--- config.mk ---
export PLATFORM = sky130hd
export DESIGN_NAME = ffop_top
export DESIGN_NICKNAME = d
export VERILOG_FILES = /design/src/rtl/ffop_pkg.sv /design/src/rtl/ffop_top.sv
export SDC_FILE = /design/constraint.sdc
export NUM_CORES = 1
export LEC_CHECK = 0
export BUFFER_PORTS_ARGS = -buffer_cell sky130_fd_sc_hd__buf_2
export CORE_MARGIN = 2
export CORE_UTILIZATION = 57
export CTS_CLUSTER_SIZE = 16
export DETAILED_ROUTE_END_ITERATION = 7
export PLACE_DENSITY = 0.85
export SLEW_MARGIN = 0
export SYNTH_ARGS = -nofsm -noshare
export SYNTH_HDL_FRONTEND = slang
export SYNTH_SLANG_ARGS = --single-unit
--- constraint.sdc ---
create_clock -name ref_clk_in -period 8.7 [get_ports ref_clk_in]
set_clock_uncertainty 0.1 [all_clocks]
set_input_delay 1.74 -clock ref_clk_in [delete_from_list [all_inputs] [get_ports ref_clk_in]]
set_output_delay 1.74 -clock ref_clk_in [all_outputs]
set_load 0.02 [all_outputs]
--- src/rtl/ffop_pkg.sv ---
package ffop_pkg;
	// widths of the smaller device
	localparam int DATA_W = 18;
	localparam int OFS_W = 13;
	localparam int CNT_W = 14;
	localparam int SER_PTR_W = 5;
	localparam int PAD_W = DATA_W - OFS_W;
	// occupancy thresholds in fall-through mode
	localparam logic [CNT_W-1:0] CAPACITY = 14'h2001;
	localparam logic [CNT_W-1:0] HALF_THR = 14'h1002;
	localparam logic [CNT_W-1:0] AE_MARGIN = 14'h0002;
	// serial chain length and last bit index
	localparam logic [SER_PTR_W-1:0] SER_LAST = 5'h19;
	// offset reset values per loading method
	localparam logic [OFS_W-1:0] DEF_OFS_PAR = 13'h007f;
	localparam logic [OFS_W-1:0] DEF_OFS_SER = 13'h03ff;
	// head buffer shape
	localparam int BUF_DEPTH = 8;
	localparam int BUF_AW = 3;
	// offset register pointer positions
	localparam logic PTR_EMPTY = 1'b0;
	localparam logic PTR_FULL = 1'b1;

	typedef struct packed {
		logic serial_mode;
		logic [OFS_W-1:0] empty_ofs;
		logic [OFS_W-1:0] full_ofs;
		logic [OFS_W-1:0] empty_ofs_s1;
		logic [OFS_W-1:0] full_ofs_s1;
		logic wr_ptr;
		logic rd_ptr;
		logic [SER_PTR_W-1:0] ser_ptr;
		logic [CNT_W-1:0] count;
		logic [DATA_W-1:0] dout;
		logic input_ready_n;
		logic output_ready_n;
		logic half_full_n;
		logic almost_empty_n;
		logic almost_full_n;
	} ffop_state_t;
endpackage

--- src/rtl/ffop_top.sv ---
`timescale 1ns/1ps

// head buffer: words waiting for the output in fall-through order
module ffop_buffer #(
	parameter int WIDTH = 18,
	parameter int DEPTH = 8,
	parameter int AW = 3
) (
	input wire logic ref_clk_in,
	input wire logic reset_in,
	input wire logic flush_in,
	input wire logic in_valid_in,
	output logic in_ready_out,
	input wire logic [WIDTH-1:0] in_data_in,
	output logic out_valid_out,
	input wire logic out_ready_in,
	output logic [WIDTH-1:0] out_data_out
);
	typedef struct packed {
		logic [DEPTH-1:0][WIDTH-1:0] mem;
		logic [AW-1:0] wr_idx;
		logic [AW-1:0] rd_idx;
		logic [AW:0] used;
	} ffop_buf_t;

	ffop_buf_t b_q, b_d;
	logic push, pop;

	// handshakes on both sides
	assign in_ready_out = (b_q.used != (AW+1)'(DEPTH));
	assign out_valid_out = (b_q.used != '0);
	assign out_data_out = b_q.mem[b_q.rd_idx];
	assign push = in_valid_in && in_ready_out;
	assign pop = out_ready_in && out_valid_out;

	// next state of the buffer
	always_comb begin
		b_d = b_q;
		if (push) begin
			b_d.mem[b_q.wr_idx] = in_data_in;
			b_d.wr_idx = b_q.wr_idx + 1'b1;
		end
		if (pop) begin
			b_d.rd_idx = b_q.rd_idx + 1'b1;
		end
		b_d.used = b_q.used + (AW+1)'(push) - (AW+1)'(pop);
		if (flush_in) begin
			b_d.wr_idx = '0;
			b_d.rd_idx = '0;
			b_d.used = '0;
		end
	end

	always_ff @(posedge ref_clk_in or posedge reset_in) begin
		if (reset_in) begin
			b_q <= '0;
		end else begin
			b_q <= b_d;
		end
	end
endmodule

module ffop_top (
	input wire logic ref_clk_in,
	input wire logic reset_in,
	input wire logic master_reset_n_in,
	input wire logic partial_reset_n_in,
	input wire logic wr_clk_edge_in,
	input wire logic rd_clk_edge_in,
	input wire logic offset_load_select_in,
	input wire logic write_strobe_n_in,
	input wire logic read_strobe_n_in,
	input wire logic serial_shift_enable_n_in,
	input wire logic serial_data_in,
	input wire logic [ffop_pkg::DATA_W-1:0] data_in_bus_in,
	output logic [ffop_pkg::DATA_W-1:0] data_out_bus_out,
	output logic input_ready_n_out,
	output logic output_ready_n_out,
	output logic half_full_n_out,
	output logic almost_empty_n_out,
	output logic almost_full_n_out,
	output logic serial_mode_out,
	output logic head_buffer_ready_out
);
	import ffop_pkg::*;

	ffop_state_t s_q, s_d;
	logic master_rst;
	logic partial_rst;
	logic any_rst;
	logic par_wr;
	logic par_rd;
	logic ser_shift;
	logic mem_wr;
	logic mem_rd;
	logic buf_in_ready;
	logic buf_out_valid;
	logic buf_ready_q;
	logic [DATA_W-1:0] buf_head;
	logic [CNT_W-1:0] cnt_next;
	logic [2*OFS_W-1:0] chain;
	logic [2*OFS_W-1:0] chain_next;

	// reset pins are levels, taken on every clock
	assign master_rst = !master_reset_n_in;
	assign partial_rst = !partial_reset_n_in;
	assign any_rst = master_rst || partial_rst;

	// decode of the control pin combinations
	assign par_wr = wr_clk_edge_in && !offset_load_select_in && !write_strobe_n_in
		&& read_strobe_n_in && serial_shift_enable_n_in && !s_q.serial_mode;
	assign par_rd = rd_clk_edge_in && !offset_load_select_in && write_strobe_n_in
		&& !read_strobe_n_in && serial_shift_enable_n_in;
	assign ser_shift = wr_clk_edge_in && !offset_load_select_in && write_strobe_n_in
		&& read_strobe_n_in && !serial_shift_enable_n_in && s_q.serial_mode;
	assign mem_wr = wr_clk_edge_in && offset_load_select_in && !write_strobe_n_in
		&& s_q.input_ready_n == 1'b0 && buf_in_ready;
	assign mem_rd = rd_clk_edge_in && offset_load_select_in && !read_strobe_n_in
		&& !s_q.output_ready_n;

	// occupancy moves only on memory accesses
	assign cnt_next = s_q.count + CNT_W'(mem_wr) - CNT_W'(mem_rd);

	// serial chain view: empty offset in the low half
	assign chain = {s_q.full_ofs, s_q.empty_ofs};

	// chain with the addressed bit replaced by the serial pin
	always_comb begin
		chain_next = chain;
		chain_next[s_q.ser_ptr] = serial_data_in;
	end

	// next state of the flag and offset core
	always_comb begin
		s_d = s_q;
		s_d.count = cnt_next;
		if (par_wr) begin
			if (s_q.wr_ptr == PTR_EMPTY) begin
				s_d.empty_ofs = data_in_bus_in[OFS_W-1:0];
			end else begin
				s_d.full_ofs = data_in_bus_in[OFS_W-1:0];
			end
			s_d.wr_ptr = !s_q.wr_ptr;
		end
		if (ser_shift) begin
			// one bit per write edge, pointer held while paused
			s_d.empty_ofs = chain_next[OFS_W-1:0];
			s_d.full_ofs = chain_next[2*OFS_W-1:OFS_W];
			s_d.ser_ptr = (s_q.ser_ptr == SER_LAST) ? '0
				: s_q.ser_ptr + 1'b1;
		end
		if (par_rd) begin
			// readback replaces the presented word
			s_d.dout = {{PAD_W{1'b0}},
				(s_q.rd_ptr == PTR_EMPTY) ? s_q.empty_ofs : s_q.full_ofs};
			s_d.rd_ptr = !s_q.rd_ptr;
		end else if (mem_rd) begin
			s_d.dout = buf_out_valid ? buf_head : s_q.dout;
		end
		// offsets reach the flag compare two edges later
		if (wr_clk_edge_in) begin
			s_d.full_ofs_s1 = s_q.full_ofs;
			s_d.almost_full_n = !(s_q.count >= CAPACITY - CNT_W'(s_q.full_ofs_s1));
		end
		if (rd_clk_edge_in) begin
			s_d.empty_ofs_s1 = s_q.empty_ofs;
			s_d.almost_empty_n = (s_q.count >= CNT_W'(s_q.empty_ofs_s1) + AE_MARGIN);
		end
		s_d.output_ready_n = (cnt_next == '0);
		s_d.input_ready_n = (cnt_next == CAPACITY);
		s_d.half_full_n = !(cnt_next >= HALF_THR);
		// partial reset clears data, keeps offsets and pointers
		if (any_rst) begin
			s_d.count = '0;
			s_d.dout = '0;
			s_d.output_ready_n = 1'b1;
			s_d.input_ready_n = 1'b0;
			s_d.half_full_n = 1'b1;
			s_d.almost_full_n = 1'b1;
			s_d.almost_empty_n = 1'b0;
		end
		// master reset also picks method, defaults and pointers
		if (master_rst) begin
			s_d.serial_mode = offset_load_select_in;
			s_d.empty_ofs = offset_load_select_in ? DEF_OFS_SER : DEF_OFS_PAR;
			s_d.full_ofs = offset_load_select_in ? DEF_OFS_SER : DEF_OFS_PAR;
			s_d.empty_ofs_s1 = s_d.empty_ofs;
			s_d.full_ofs_s1 = s_d.full_ofs;
			s_d.wr_ptr = PTR_EMPTY;
			s_d.rd_ptr = PTR_EMPTY;
			s_d.ser_ptr = '0;
		end
	end

	// state register, async clear to the parallel defaults
	always_ff @(posedge ref_clk_in or posedge reset_in) begin
		if (reset_in) begin
			s_q <= '{serial_mode: 1'b0, empty_ofs: DEF_OFS_PAR, full_ofs: DEF_OFS_PAR,
				empty_ofs_s1: DEF_OFS_PAR, full_ofs_s1: DEF_OFS_PAR, wr_ptr: PTR_EMPTY,
				rd_ptr: PTR_EMPTY, ser_ptr: '0, count: '0, dout: '0,
				input_ready_n: 1'b0, output_ready_n: 1'b1, half_full_n: 1'b1,
				almost_empty_n: 1'b0, almost_full_n: 1'b1};
			buf_ready_q <= 1'b1;
		end else begin
			s_q <= s_d;
			buf_ready_q <= buf_in_ready;
		end
	end

	// head words of the data stream, stalls memory writes when full
	ffop_buffer #(
		.WIDTH(DATA_W),
		.DEPTH(BUF_DEPTH),
		.AW(BUF_AW)
	) u_buffer (
		.ref_clk_in(ref_clk_in),
		.reset_in(reset_in),
		.flush_in(any_rst),
		.in_valid_in(mem_wr),
		.in_ready_out(buf_in_ready),
		.in_data_in(data_in_bus_in),
		.out_valid_out(buf_out_valid),
		.out_ready_in(mem_rd && !par_rd),
		.out_data_out(buf_head)
	);

	// outputs straight from flops; no serial readout port exists
	assign data_out_bus_out = s_q.dout;
	assign input_ready_n_out = s_q.input_ready_n;
	assign output_ready_n_out = s_q.output_ready_n;
	assign half_full_n_out = s_q.half_full_n;
	assign almost_empty_n_out = s_q.almost_empty_n;
	assign almost_full_n_out = s_q.almost_full_n;
	assign serial_mode_out = s_q.serial_mode;
	assign head_buffer_ready_out = buf_ready_q;
endmodule

==> results of run 1 <==
==> registers in the layout, indices dropped and copies added, names as in the netlist <==
register,count
almost_empty_n_out,1
data_out_bus_out,18
serial_mode_out,1
half_full_n_out,1
s_q,47
output_ready_n_out,1
input_ready_n_out,1
u_buffer.b_q,154
chain,26
head_buffer_ready_out,1
almost_full_n_out,1
==> kinds of logic (layout without fill, tap and decap cells) <==
logic type | count (synthesis) | count (layout) | synth area share, %
mux | 237 | 237 | 21.98
fa+ha+maj | 58 | 58 | 5.389
flops | 252 | 252 | 46.17
compound gates | 233 | 233 | 11.21
simple gates | 238 | 238 | 8.893
xor+xnor | 36 | 36 | 2.294
buf+inv | 118 | 154 | 4.069
==> stage by stage <==
stage / power (mW) / utilization (%) / cells / area [µm²]
finish: 3.135 / 63.95 / 1527 / 15060
global route: 3.280 / 63.95 / 1527 / 15060
CTS: 3.147 / 63.95 / 1527 / 15060
detailed placement: 1.961 / 60.05 / 1480 / 14140
global placement: 1.932 / 60.05 / 1480 / 14140
floorplan: 1.804 / - / 1172 / 13750
==> cells in the final DEF, fill, tap and decap left out, types with 40 or more instances in the layout <==
master,n
a21oi_1,48
buf_2,53
dfrtp_1,219
ha_1,56
inv_1,40
mux2_2,159
mux2i_1,42
nand2_1,70
nor2_1,57
o21ai_0,61
==> power groups by stage <==
stage	registers [mW]	logic, mW	clock network (mW)
floorplan	1.30	0.500	0
global placement	1.32	0.609	0
detailed placement	1.33	0.634	0
CTS	1.31	0.643	1.20
global route	1.32	0.716	1.25
finish	1.31	0.644	1.18
==> critical path, cell delays in order <==
cell	delay (ns)
buf_2	0.42
and2b_1	0.24
nand4b_2	0.19
ha_1	0.33
inv_1	0.05
ha_1	0.20
fa_1	0.44
a211oi_2	0.24
o21ai_1	0.17
a311o_1	0.36
a22oi_1	0.23
nand3_1	0.14
o41ai_2	0.34
==> worst max path at each step <==
stage                               from                        endpoint  depth (start not counted)
final                     wr_clk_edge_in    output_ready_n_out$_DFF_PP1_                         13
after global routing      wr_clk_edge_in    output_ready_n_out$_DFF_PP1_                         13
after CTS                 wr_clk_edge_in    output_ready_n_out$_DFF_PP1_                         13
after detailed placement  wr_clk_edge_in    output_ready_n_out$_DFF_PP1_                         13
after global placement    wr_clk_edge_in    output_ready_n_out$_DFF_PP1_                         13
after floorplan                 reset_in  almost_empty_n_out$_DFFE_PP0P_                          1
==> layer usage <==
metal / wire length [µm] / vias to the layer above / GRT usage, %
met1: 13630 / 4866 / 33.60
met3: 1605 / 70 / 2.891
met2: 15700 / 296 / 43.12
met4: 936 / 2 / 9.174
met5: 13 / - / 0
li1: - / 4303 / -
==> final cells by class <==
cell class | instances | share of cell area, %
Clock buffer | 37 | 5.202
Clock inverter | 10 | 0.8975
Inverter | 42 | 1.072
Multi-Input combinational cell | 802 | 45.57
Sequential cell | 252 | 42.16
Tap cell | 319 | 2.651
Timing Repair Buffer | 65 | 2.443
==> impl_metrics.json, run 1 <==
{
  "initial_core_util_pct": 58.39,
  "num_vias": 9537,
  "tritoncts": "done",
  "vdd_drop_max_v": 0.0002712,
  "grt_pass1_vias": 9836,
  "fillerInstances": 1762,
  "setup_violations": 0,
  "gr-usage-all-layers_pct": 25.25,
  "dieHeight_um": 159.3,
  "num_io_pins": 54,
  "post-route-period-util_pct": 54.69,
  "tns_ns": 0,
  "clkPwrFrac_pct": 37.7,
  "ys_seq_area_share_pct": 46.17,
  "run_status": "complete, no violations",
  "syn-num-nets": 1259,
  "drt_wl_total_um": 31890,
  "avgSynthCellArea_um2": 11.73,
  "synth_area_leaders": "dfrtp_1 (40%), mux2_2 (13%), dfstp_2 (6.1%)",
  "final_nets": 1276,
  "drive_above_1_share_pct": 30.05,
  "worstPathArrival_ns": 5.10,
  "grt_pass1_wl_um": 52200,
  "syn_to_final_growth_pct": 9.530,
  "mappedNetlistArea_um2": 13750,
  "h-tree-depth": 1,
  "place.gp.congestion": 0.9191,
  "clk_pin_slew_ns": 0.06,
  "critPathCaptureType": "register",
  "wl_per_cell_um": 20.88,
  "clk_latency_ns": 0.53,
  "min_to": "u_buffer.b_q[61]$_DFFE_PP0P_",
  "yosys.area.top_type": "dfrtp_1",
  "max_cap_violations": 0,
  "r2r-end": "output_ready_n_out$_DFF_PP1_",
  "hpwl_um": 20810,
  "holdBufCountCts": 0,
  "crit_type": "in -> reg",
  "cp_data_required_time_ns": 9.04,
  "leakagePower_nw": 6.888,
  "sw_frac_of_total_pct": 28.68,
  "power.density_nw_per_um2": 208.2,
  "pwr-share-seq_pct": 41.8,
  "drtPass1Iterations": 5,
  "rr_startpoint": "u_buffer.b_q[2]$_DFF_PP0_",
  "ys.flop_type": "dfrtp_1",
  "tightest_slew_ns": 1.234,
  "diodes": 0,
  "synth-async-reset-ratio_pct": 100.0,
  "fin_ws_ns": 3.942,
  "drt_iter0_drc": 685,
  "start_kind": "input port",
  "rsz0062_at_grt": "no",
  "grt_overflow_total": 0,
  "synth_edf_count": 0,
  "synth_common_cells": "dfrtp_1 (220), mux2_2 (159), nand2_1 (70)",
  "rows": 56,
  "antenna_left": 0,
  "cts_root_buf": "clkbuf_16",
  "ys_ff_latch": 252,
  "cts_setup_buffers": 0,
  "regArea_um2": 6347,
  "p_switching_uw": 899.0,
  "slew_viol_final": 0,
  "p_int_mw": 2.236,
  "cts_resized": 0,
  "grt_max_degree": 194,
  "port_buffers": 53,
  "min_period_ns": 4.758,
  "antenna_found_initial": 1,
  "ys_types": 79,
  "ff2ff_setup_slack_ns": 5.13,
  "clock_sink_count": 252,
  "clock_path_buffers": 3,
  "hold_start": "u_buffer.b_q[61]$_DFFE_PP0P_",
  "viasPerCell": 6.246,
  "hold_depth": 1,
  "whs_ns": 0.4007,
  "core_area_um2": 23540,
  "relSlewSlack_pct": 17.62,
  "yosys_warnings": 0,
  "drc": 0,
  "pre_cts_ws_ns": 3.401,
  "die-area_um2": 25370,
  "r2r_cells": 14,
  "timing.fmax_mhz": 210.2,
  "cts_buffers": 26,
  "synthCells": 1172,
  "yosysTopAreaCellShare_pct": 40.05,
  "hold_viol": 0,
  "multi_input_area_um2": 6862,
  "power_frac_comb_pct": 20.6,
  "synthMostInstantiatedCell": "dfrtp_1",
  "critPathMaxFanout": 21,
  "hold_path.class": "reg -> reg",
  "dieWidth_um": 159.3
}
Power figures use the tool's default switching activity.
==> run 2: changes to the inputs <==
--- a/config.mk
+++ b/config.mk
@@ -5,12 +5,13 @@
 export SDC_FILE = /design/constraint.sdc
 export NUM_CORES = 1
 export LEC_CHECK = 0
+export ABC_AREA = 1
 export BUFFER_PORTS_ARGS = -buffer_cell sky130_fd_sc_hd__buf_2
 export CORE_MARGIN = 2
-export CORE_UTILIZATION = 57
+export CORE_UTILIZATION = 60
 export CTS_CLUSTER_SIZE = 16
 export DETAILED_ROUTE_END_ITERATION = 7
-export PLACE_DENSITY = 0.85
+export PLACE_DENSITY = 0.86
 export SLEW_MARGIN = 0
 export SYNTH_ARGS = -nofsm -noshare
 export SYNTH_HDL_FRONTEND = slang
==> constraint.sdc (replaced) <==
create_clock -name ref_clk_in -period 4.8 [get_ports ref_clk_in]
set_clock_uncertainty 0.1 [all_clocks]
set_input_delay 0.96 -clock ref_clk_in [delete_from_list [all_inputs] [get_ports ref_clk_in]]
set_output_delay 0.96 -clock ref_clk_in [all_outputs]
set_load 0.02 [all_outputs]
==> impl_metrics.json, run 2 <==
{
  "worstPathCellList": "buf_2 > inv_1 > nor4_4 > nand2_4 > ha_1 > inv_1 > ha_1 > fa_1 > nand2_1 > nand3_1 > nand3_1 > nand3b_1 > nand2_1 > nand2_1 > nor3_1 > nand3_1 > nand2_1",
  "final_nets": 1826,
  "max_cap_violations": 0,
  "crit_path_start": "offset_load_select_in",
  "gr-usage-all-layers_pct": 29.53,
  "yosysTopAreaCellShare_pct": 39.35,
  "fin_ws_ns": 1.646,
  "min_period_ns": 3.154,
  "diodes": 0,
  "hold_viol": 0,
  "synth-async-reset-ratio_pct": 100.0,
  "vdd_drop_max_v": 0.0002755,
  "mappedNetlistArea_um2": 13990,
  "cts_buffers": 26,
  "num_vias": 12000,
  "rows": 55,
  "synthMostInstantiatedCell": "nand2_1",
  "die-area_um2": 24550,
  "crit_top_cell": "nand2_1",
  "clock_path_buffers": 3,
  "grt_overflow_total": 0,
  "drc": 0,
  "fin_util_pct": 66.00,
  "clk_latency_ns": 0.54,
  "drtPass1Iterations": 5,
  "dieWidth_um": 156.7,
  "start_kind": "input port",
  "leakagePower_nw": 7.347,
  "avgSynthCellArea_um2": 8.050,
  "ys_seq_area_share_pct": 45.36,
  "tightest_slew_ns": 1.025,
  "antenna_left": 0,
  "drive_above_1_share_pct": 10.52,
  "worstPathArrival_ns": 3.52,
  "setup_violations": 0,
  "core_area_um2": 22780,
  "cp_data_required_time_ns": 5.16,
  "relSlewSlack_pct": 31.64,
  "syn-num-nets": 1825,
  "antenna_found_initial": 1,
  "post-route-period-util_pct": 65.70,
  "yosys.area.top_type": "dfrtp_1",
  "power.density_nw_per_um2": 363.6,
  "cts_root_buf": "clkbuf_16",
  "port_buffers": 53,
  "grt_max_degree": 157,
  "hpwl_um": 23980,
  "layout_commonest_cell": "nand2_1",
  "clk_pin_slew_ns": 0.06,
  "slew_viol_final": 0,
  "dieHeight_um": 156.7,
  "critPathMaxFanout": 9,
  "crit_path_top_delay_cell": "fa_1",
  "timing.fmax_mhz": 317.1,
  "synth_common_cells": "nand2_1 (464), dfrtp_1 (220), inv_1 (175)",
  "drt_iter0_drc": 1279,
  "largest_register_ffs": 154,
  "critPathCaptureType": "register",
  "tritoncts": "done",
  "clock_sink_count": 252,
  "synth_area_leaders": "dfrtp_1 (39%), nand2_1 (12%), dfstp_2 (6.0%)",
  "ys.flop_type": "dfrtp_1",
  "ys_ff_latch": 252,
  "final_cell_mix": "nand2_1 (464), dfrtp_1 (219), inv_1 (173), o21ai_0 (153), nor2_1 (101)",
  "rsz0062_at_grt": "no",
  "holdBufCountCts": 0,
  "crit_type": "in -> reg",
  "grt_pass1_vias": 11770,
  "rr_startpoint": "input_ready_n_out$_DFF_PP0_",
  "cts_setup_buffers": 0,
  "initial_core_util_pct": 61.42,
  "viasPerCell": 5.794,
  "finalPower_mw": 5.466,
  "num_io_pins": 54,
  "tns_ns": 0,
  "synthCells": 1738,
  "regMostFlops": "u_buffer.b_q",
  "hold_path.class": "in -> async",
  "synth_edf_count": 0,
  "grt_pass1_wl_um": 57970,
  "yosys_warnings": 0,
  "h-tree-depth": 1,
  "critPathBufInv": 3,
  "cts_resized": 0,
  "wl_per_cell_um": 17.17,
  "place.gp.congestion": 0.9467,
  "ys_types": 47,
  "run_status": "complete, no violations",
  "pre_cts_ws_ns": 1.112,
  "max_stage_delay_ns": 0.44,
  "whs_ns": 0.3552,
  "crit_family": "simple AND/OR/NAND/NOR gates",
  "syn_to_final_growth_pct": 7.450,
  "drt_wl_total_um": 35560
}
## run 2: cell types whose count changed in the layout (fill, tap and decap cells not counted), moves of 17 or more
cell      delta
a21oi_1     +46
o21ai_0     +92
mux4_2      -36
nor2_1      +44
mux2i_1     -42
inv_1      +133
nand2_1    +394
nor2b_1     -25
o211ai_1    +24
o21ai_1     +68
nand3_1     +73
o21ai_2     +17
mux2_2     -159
a211oi_1    -22
## run 2: report_power, final
part | internal, mW | total [mW] | switching [mW]
Sequential | 2.27 | 2.38 | 0.103
Combinational | 0.365 | 1.08 | 0.714
Clock | 1.16 | 2.01 | 0.852
Total | 3.80 | 5.47 | 1.67
## run 2: cell families (layout without fill, tap and decap cells)
| group | Yosys count | in the layout | share of synthesized area (%) |
|---|---|---|---|
| simple gates | 711 | 711 | 21.87 |
| compound gates | 420 | 420 | 17.05 |
| buf+inv | 275 | 295 | 9.050 |
| flops | 252 | 252 | 45.36 |
| fa+ha+maj | 58 | 58 | 5.294 |
| xor+xnor | 22 | 22 | 1.377 |
## run 2: per-stage QoR
stage / area, µm² / std cells
2_1_floorplan: 13990 / 1738
4_1_cts: 15030 / 2071
3_3_place_gp: 14170 / 2024
6_report: 15030 / 2071
5_1_grt: 15030 / 2071
3_5_place_dp: 14170 / 2024
## run 2: worst paths after layout
check                           slack, ns  cells after the start                         endpoint
worst max-delay path                 1.65                     17     output_ready_n_out$_DFF_PP1_
worst min register to register       0.38                      2            chain[19]$_DFFE_PP1P_
worst min-delay path                 0.36                      2        u_buffer.b_q[0]$_DFF_PP0_
worst max register to register       1.79                     15     output_ready_n_out$_DFF_PP1_
min in group ref_clk_in              0.38                      2            chain[19]$_DFFE_PP1P_
max in group asynchronous            3.08                      3  data_out_bus_out[4]$_DFFE_PP0P_
## run 2: layer usage
layer  vias to the layer above  global-route usage, %  part of all wire (%)
met4                         0                  11.36                   3.4
met1                      5742                  37.37                    41
met3                        79                  5.206                   6.9
li1                       5745                      -                     -
met2                       434                  50.63                    49
met5                         -                      0                     0
## run 2: cell type report
cell class	count	area, µm²
Inverter	186	706.9
Fill cell	1859	7745
Multi-Input combinational cell	1211	6379
Sequential cell	252	6347
Clock inverter	12	108.9
Clock buffer	35	754.5
Timing Repair Buffer	62	345.3
Tap cell	313	391.6
==> run 3: changes to the inputs <==
==> constraint.sdc (replaced) <==
create_clock -name ref_clk_in -period 3.2 [get_ports ref_clk_in]
set_clock_uncertainty 0.1 [all_clocks]
set_input_delay 0.64 -clock ref_clk_in [delete_from_list [all_inputs] [get_ports ref_clk_in]]
set_output_delay 0.64 -clock ref_clk_in [all_outputs]
set_load 0.02 [all_outputs]
==> impl_metrics.json, run 3 (synthesis results as in run 2) <==
{
  "timing.fmax_mhz": 349.4,
  "cts_setup_buffers": 0,
  "power.density_nw_per_um2": 538.8,
  "gr-usage-all-layers_pct": 30.10,
  "h-tree-depth": 1,
  "clock_sink_count": 252,
  "relSlewSlack_pct": 42.11,
  "die-area_um2": 24550,
  "hold_path.class": "in -> async",
  "leakagePower_nw": 7.379,
  "antenna_found_initial": 1,
  "drt_wl_total_um": 36680,
  "largest_register_ffs": 154,
  "drt_iter0_drc": 1155,
  "crit_type": "reg -> reg",
  "grt_pass1_vias": 11770,
  "rows": 55,
  "wl_met2_um": 17660,
  "dp.cells": 2038,
  "regArea_um2": 6347,
  "diodes": 0,
  "wl_met3_um": 2703,
  "violations": "DRC",
  "num_io_pins": 54,
  "layout_commonest_cell": "nand2_1",
  "cts_resized": 0,
  "dieHeight_um": 156.7,
  "syn_to_final_growth_pct": 7.834,
  "critPathMaxFanout": 4,
  "setup_violations": 0,
  "clk_latency_ns": 0.52,
  "min_period_ns": 2.862,
  "wl_per_cell_um": 17.61,
  "max_cap_violations": 0,
  "grt_pass1_wl_um": 58820,
  "fin_cells": 2083,
  "cts_buffers": 25,
  "run_status": "finished with violations",
  "fillerInstances": 1814,
  "worstPathArrival_ns": 3.17,
  "core_area_um2": 22780,
  "drtPass1Iterations": 8,
  "grt_overflow_total": 0,
  "topRoutingLayerUsed": "met5",
  "tightest_slew_ns": 0.8684,
  "final_cell_mix": "nand2_1 (464), dfrtp_1 (219), inv_1 (173), o21ai_0 (153), nor2_1 (101)",
  "initial_core_util_pct": 61.42,
  "num_vias": 12210,
  "cts_root_buf": "clkbuf_16",
  "start_kind": "register",
  "dieWidth_um": 156.7,
  "rsz0062_at_grt": "no",
  "regMostFlops": "u_buffer.b_q",
  "hold_viol": 0,
  "holdBufCountCts": 0,
  "final_nets": 1839,
  "critPathCaptureType": "register",
  "clk_pin_slew_ns": 0.06,
  "vdd_drop_max_v": 0.0003784,
  "tritoncts": "done",
  "hpwl_um": 24670,
  "drive_above_1_share_pct": 10.62,
  "clock_path_buffers": 3,
  "viasPerCell": 5.863,
  "slew_viol_final": 0,
  "place.gp.congestion": 0.9394,
  "drc": 1,
  "antenna_left": 0,
  "finalPower_mw": 8.128,
  "wl_met1_um": 14670,
  "multi_input_area_um2": 6379,
  "port_buffers": 53,
  "post-route-period-util_pct": 89.43,
  "grt_max_degree": 110,
  "cp_data_required_time_ns": 3.51
}
run 3: changes by cell type in the layout (fill, tap and decap cells not counted):
cell	before	now
buf_12	1	2
buf_4	8	21
clkinv_2	6	2
clkinv_4	2	0
bufinv_16	1	2
clkbuf_16	26	25
clkinv_8	1	0
clkbuf_8	7	4
clkbuf_1	2	11
clkinvlp_4	3	2
run 3: final timing paths:
| kind | from | to | slack [ns] | cells past startpoint |
|---|---|---|---|---|
| worst max-delay path | s_q[58]$_DFFE_PP1P_ | almost_empty_n_out$_DFFE_PP0P_ | 0.34 | 12 |
| worst min-delay path | reset_in | u_buffer.b_q[7]$_DFFE_PP0P_ | 0.05 | 2 |
| worst min register to register | chain[19]$_DFFE_PP1P_ | chain[19]$_DFFE_PP1P_ | 0.37 | 2 |
| worst max register to register | s_q[58]$_DFFE_PP1P_ | almost_empty_n_out$_DFFE_PP0P_ | 0.34 | 12 |
| min in group ref_clk_in | chain[19]$_DFFE_PP1P_ | chain[19]$_DFFE_PP1P_ | 0.37 | 2 |
| max in group asynchronous | reset_in | u_buffer.b_q[30]$_DFFE_PP0P_ | 2.03 | 3 |
run 3: per-stage QoR:
| stage | util (%) | setup slack, ns | cell area (µm²) | hold slack [ns] | TNS (ns) |
|---|---|---|---|---|---|
| after global routing | 66.23 | 0.04594 | 15090 | 0.06480 | 0 |
| after floorplan | - | -0.8295 | 13990 | 0.3478 | -182.50 |
| after CTS | 66.23 | 0.3279 | 15090 | 0.04292 | 0 |
| final | 66.23 | 0.3382 | 15090 | 0.04516 | 0 |
| after global placement | 62.72 | 0.09266 | 14290 | 0.3603 | 0 |
| after detailed placement | 62.72 | 0.01452 | 14290 | 0.3651 | 0 |
run 3: area by class of cell:
| type | count | area share [%] |
|---|---|---|
| inverter | 186 | 4.686 |
| tap | 313 | 2.596 |
| clock inverter | 5 | 0.5142 |
| clock buffer | 40 | 4.785 |
| multi-input combinational | 1211 | 42.28 |
| sequential | 252 | 42.07 |
| timing repair buffer | 76 | 3.068 |
run 3: power breakdown:
group / internal, mW / switching (mW) / total [mW]
combinational: 0.559 / 1.10 / 1.66
sequential: 3.41 / 0.159 / 3.57
clock: 1.70 / 1.20 / 2.90
total: 5.67 / 2.46 / 8.13
run 3: per-layer routing:
layer / vias to the layer above / global-route usage [%]
met5: - / 0
met4: 2 / 14.33
met3: 120 / 3.960
met2: 539 / 50.63
met1: 5772 / 38.69
li1: 5780 / -
run 3: critical path, cell delays in order (launching register included):
cell and delay [ns]:
dfstp_2 0.58, nand3_1 0.11, nor3_1 0.35, nand2_1 0.18, nor4_1 0.35, xnor2_1 0.18
ha_1 0.26, nand2_1 0.11, o21ai_0 0.09, a21oi_1 0.12, nand3_1 0.16, nand3_1 0.11
nand2_1 0.05
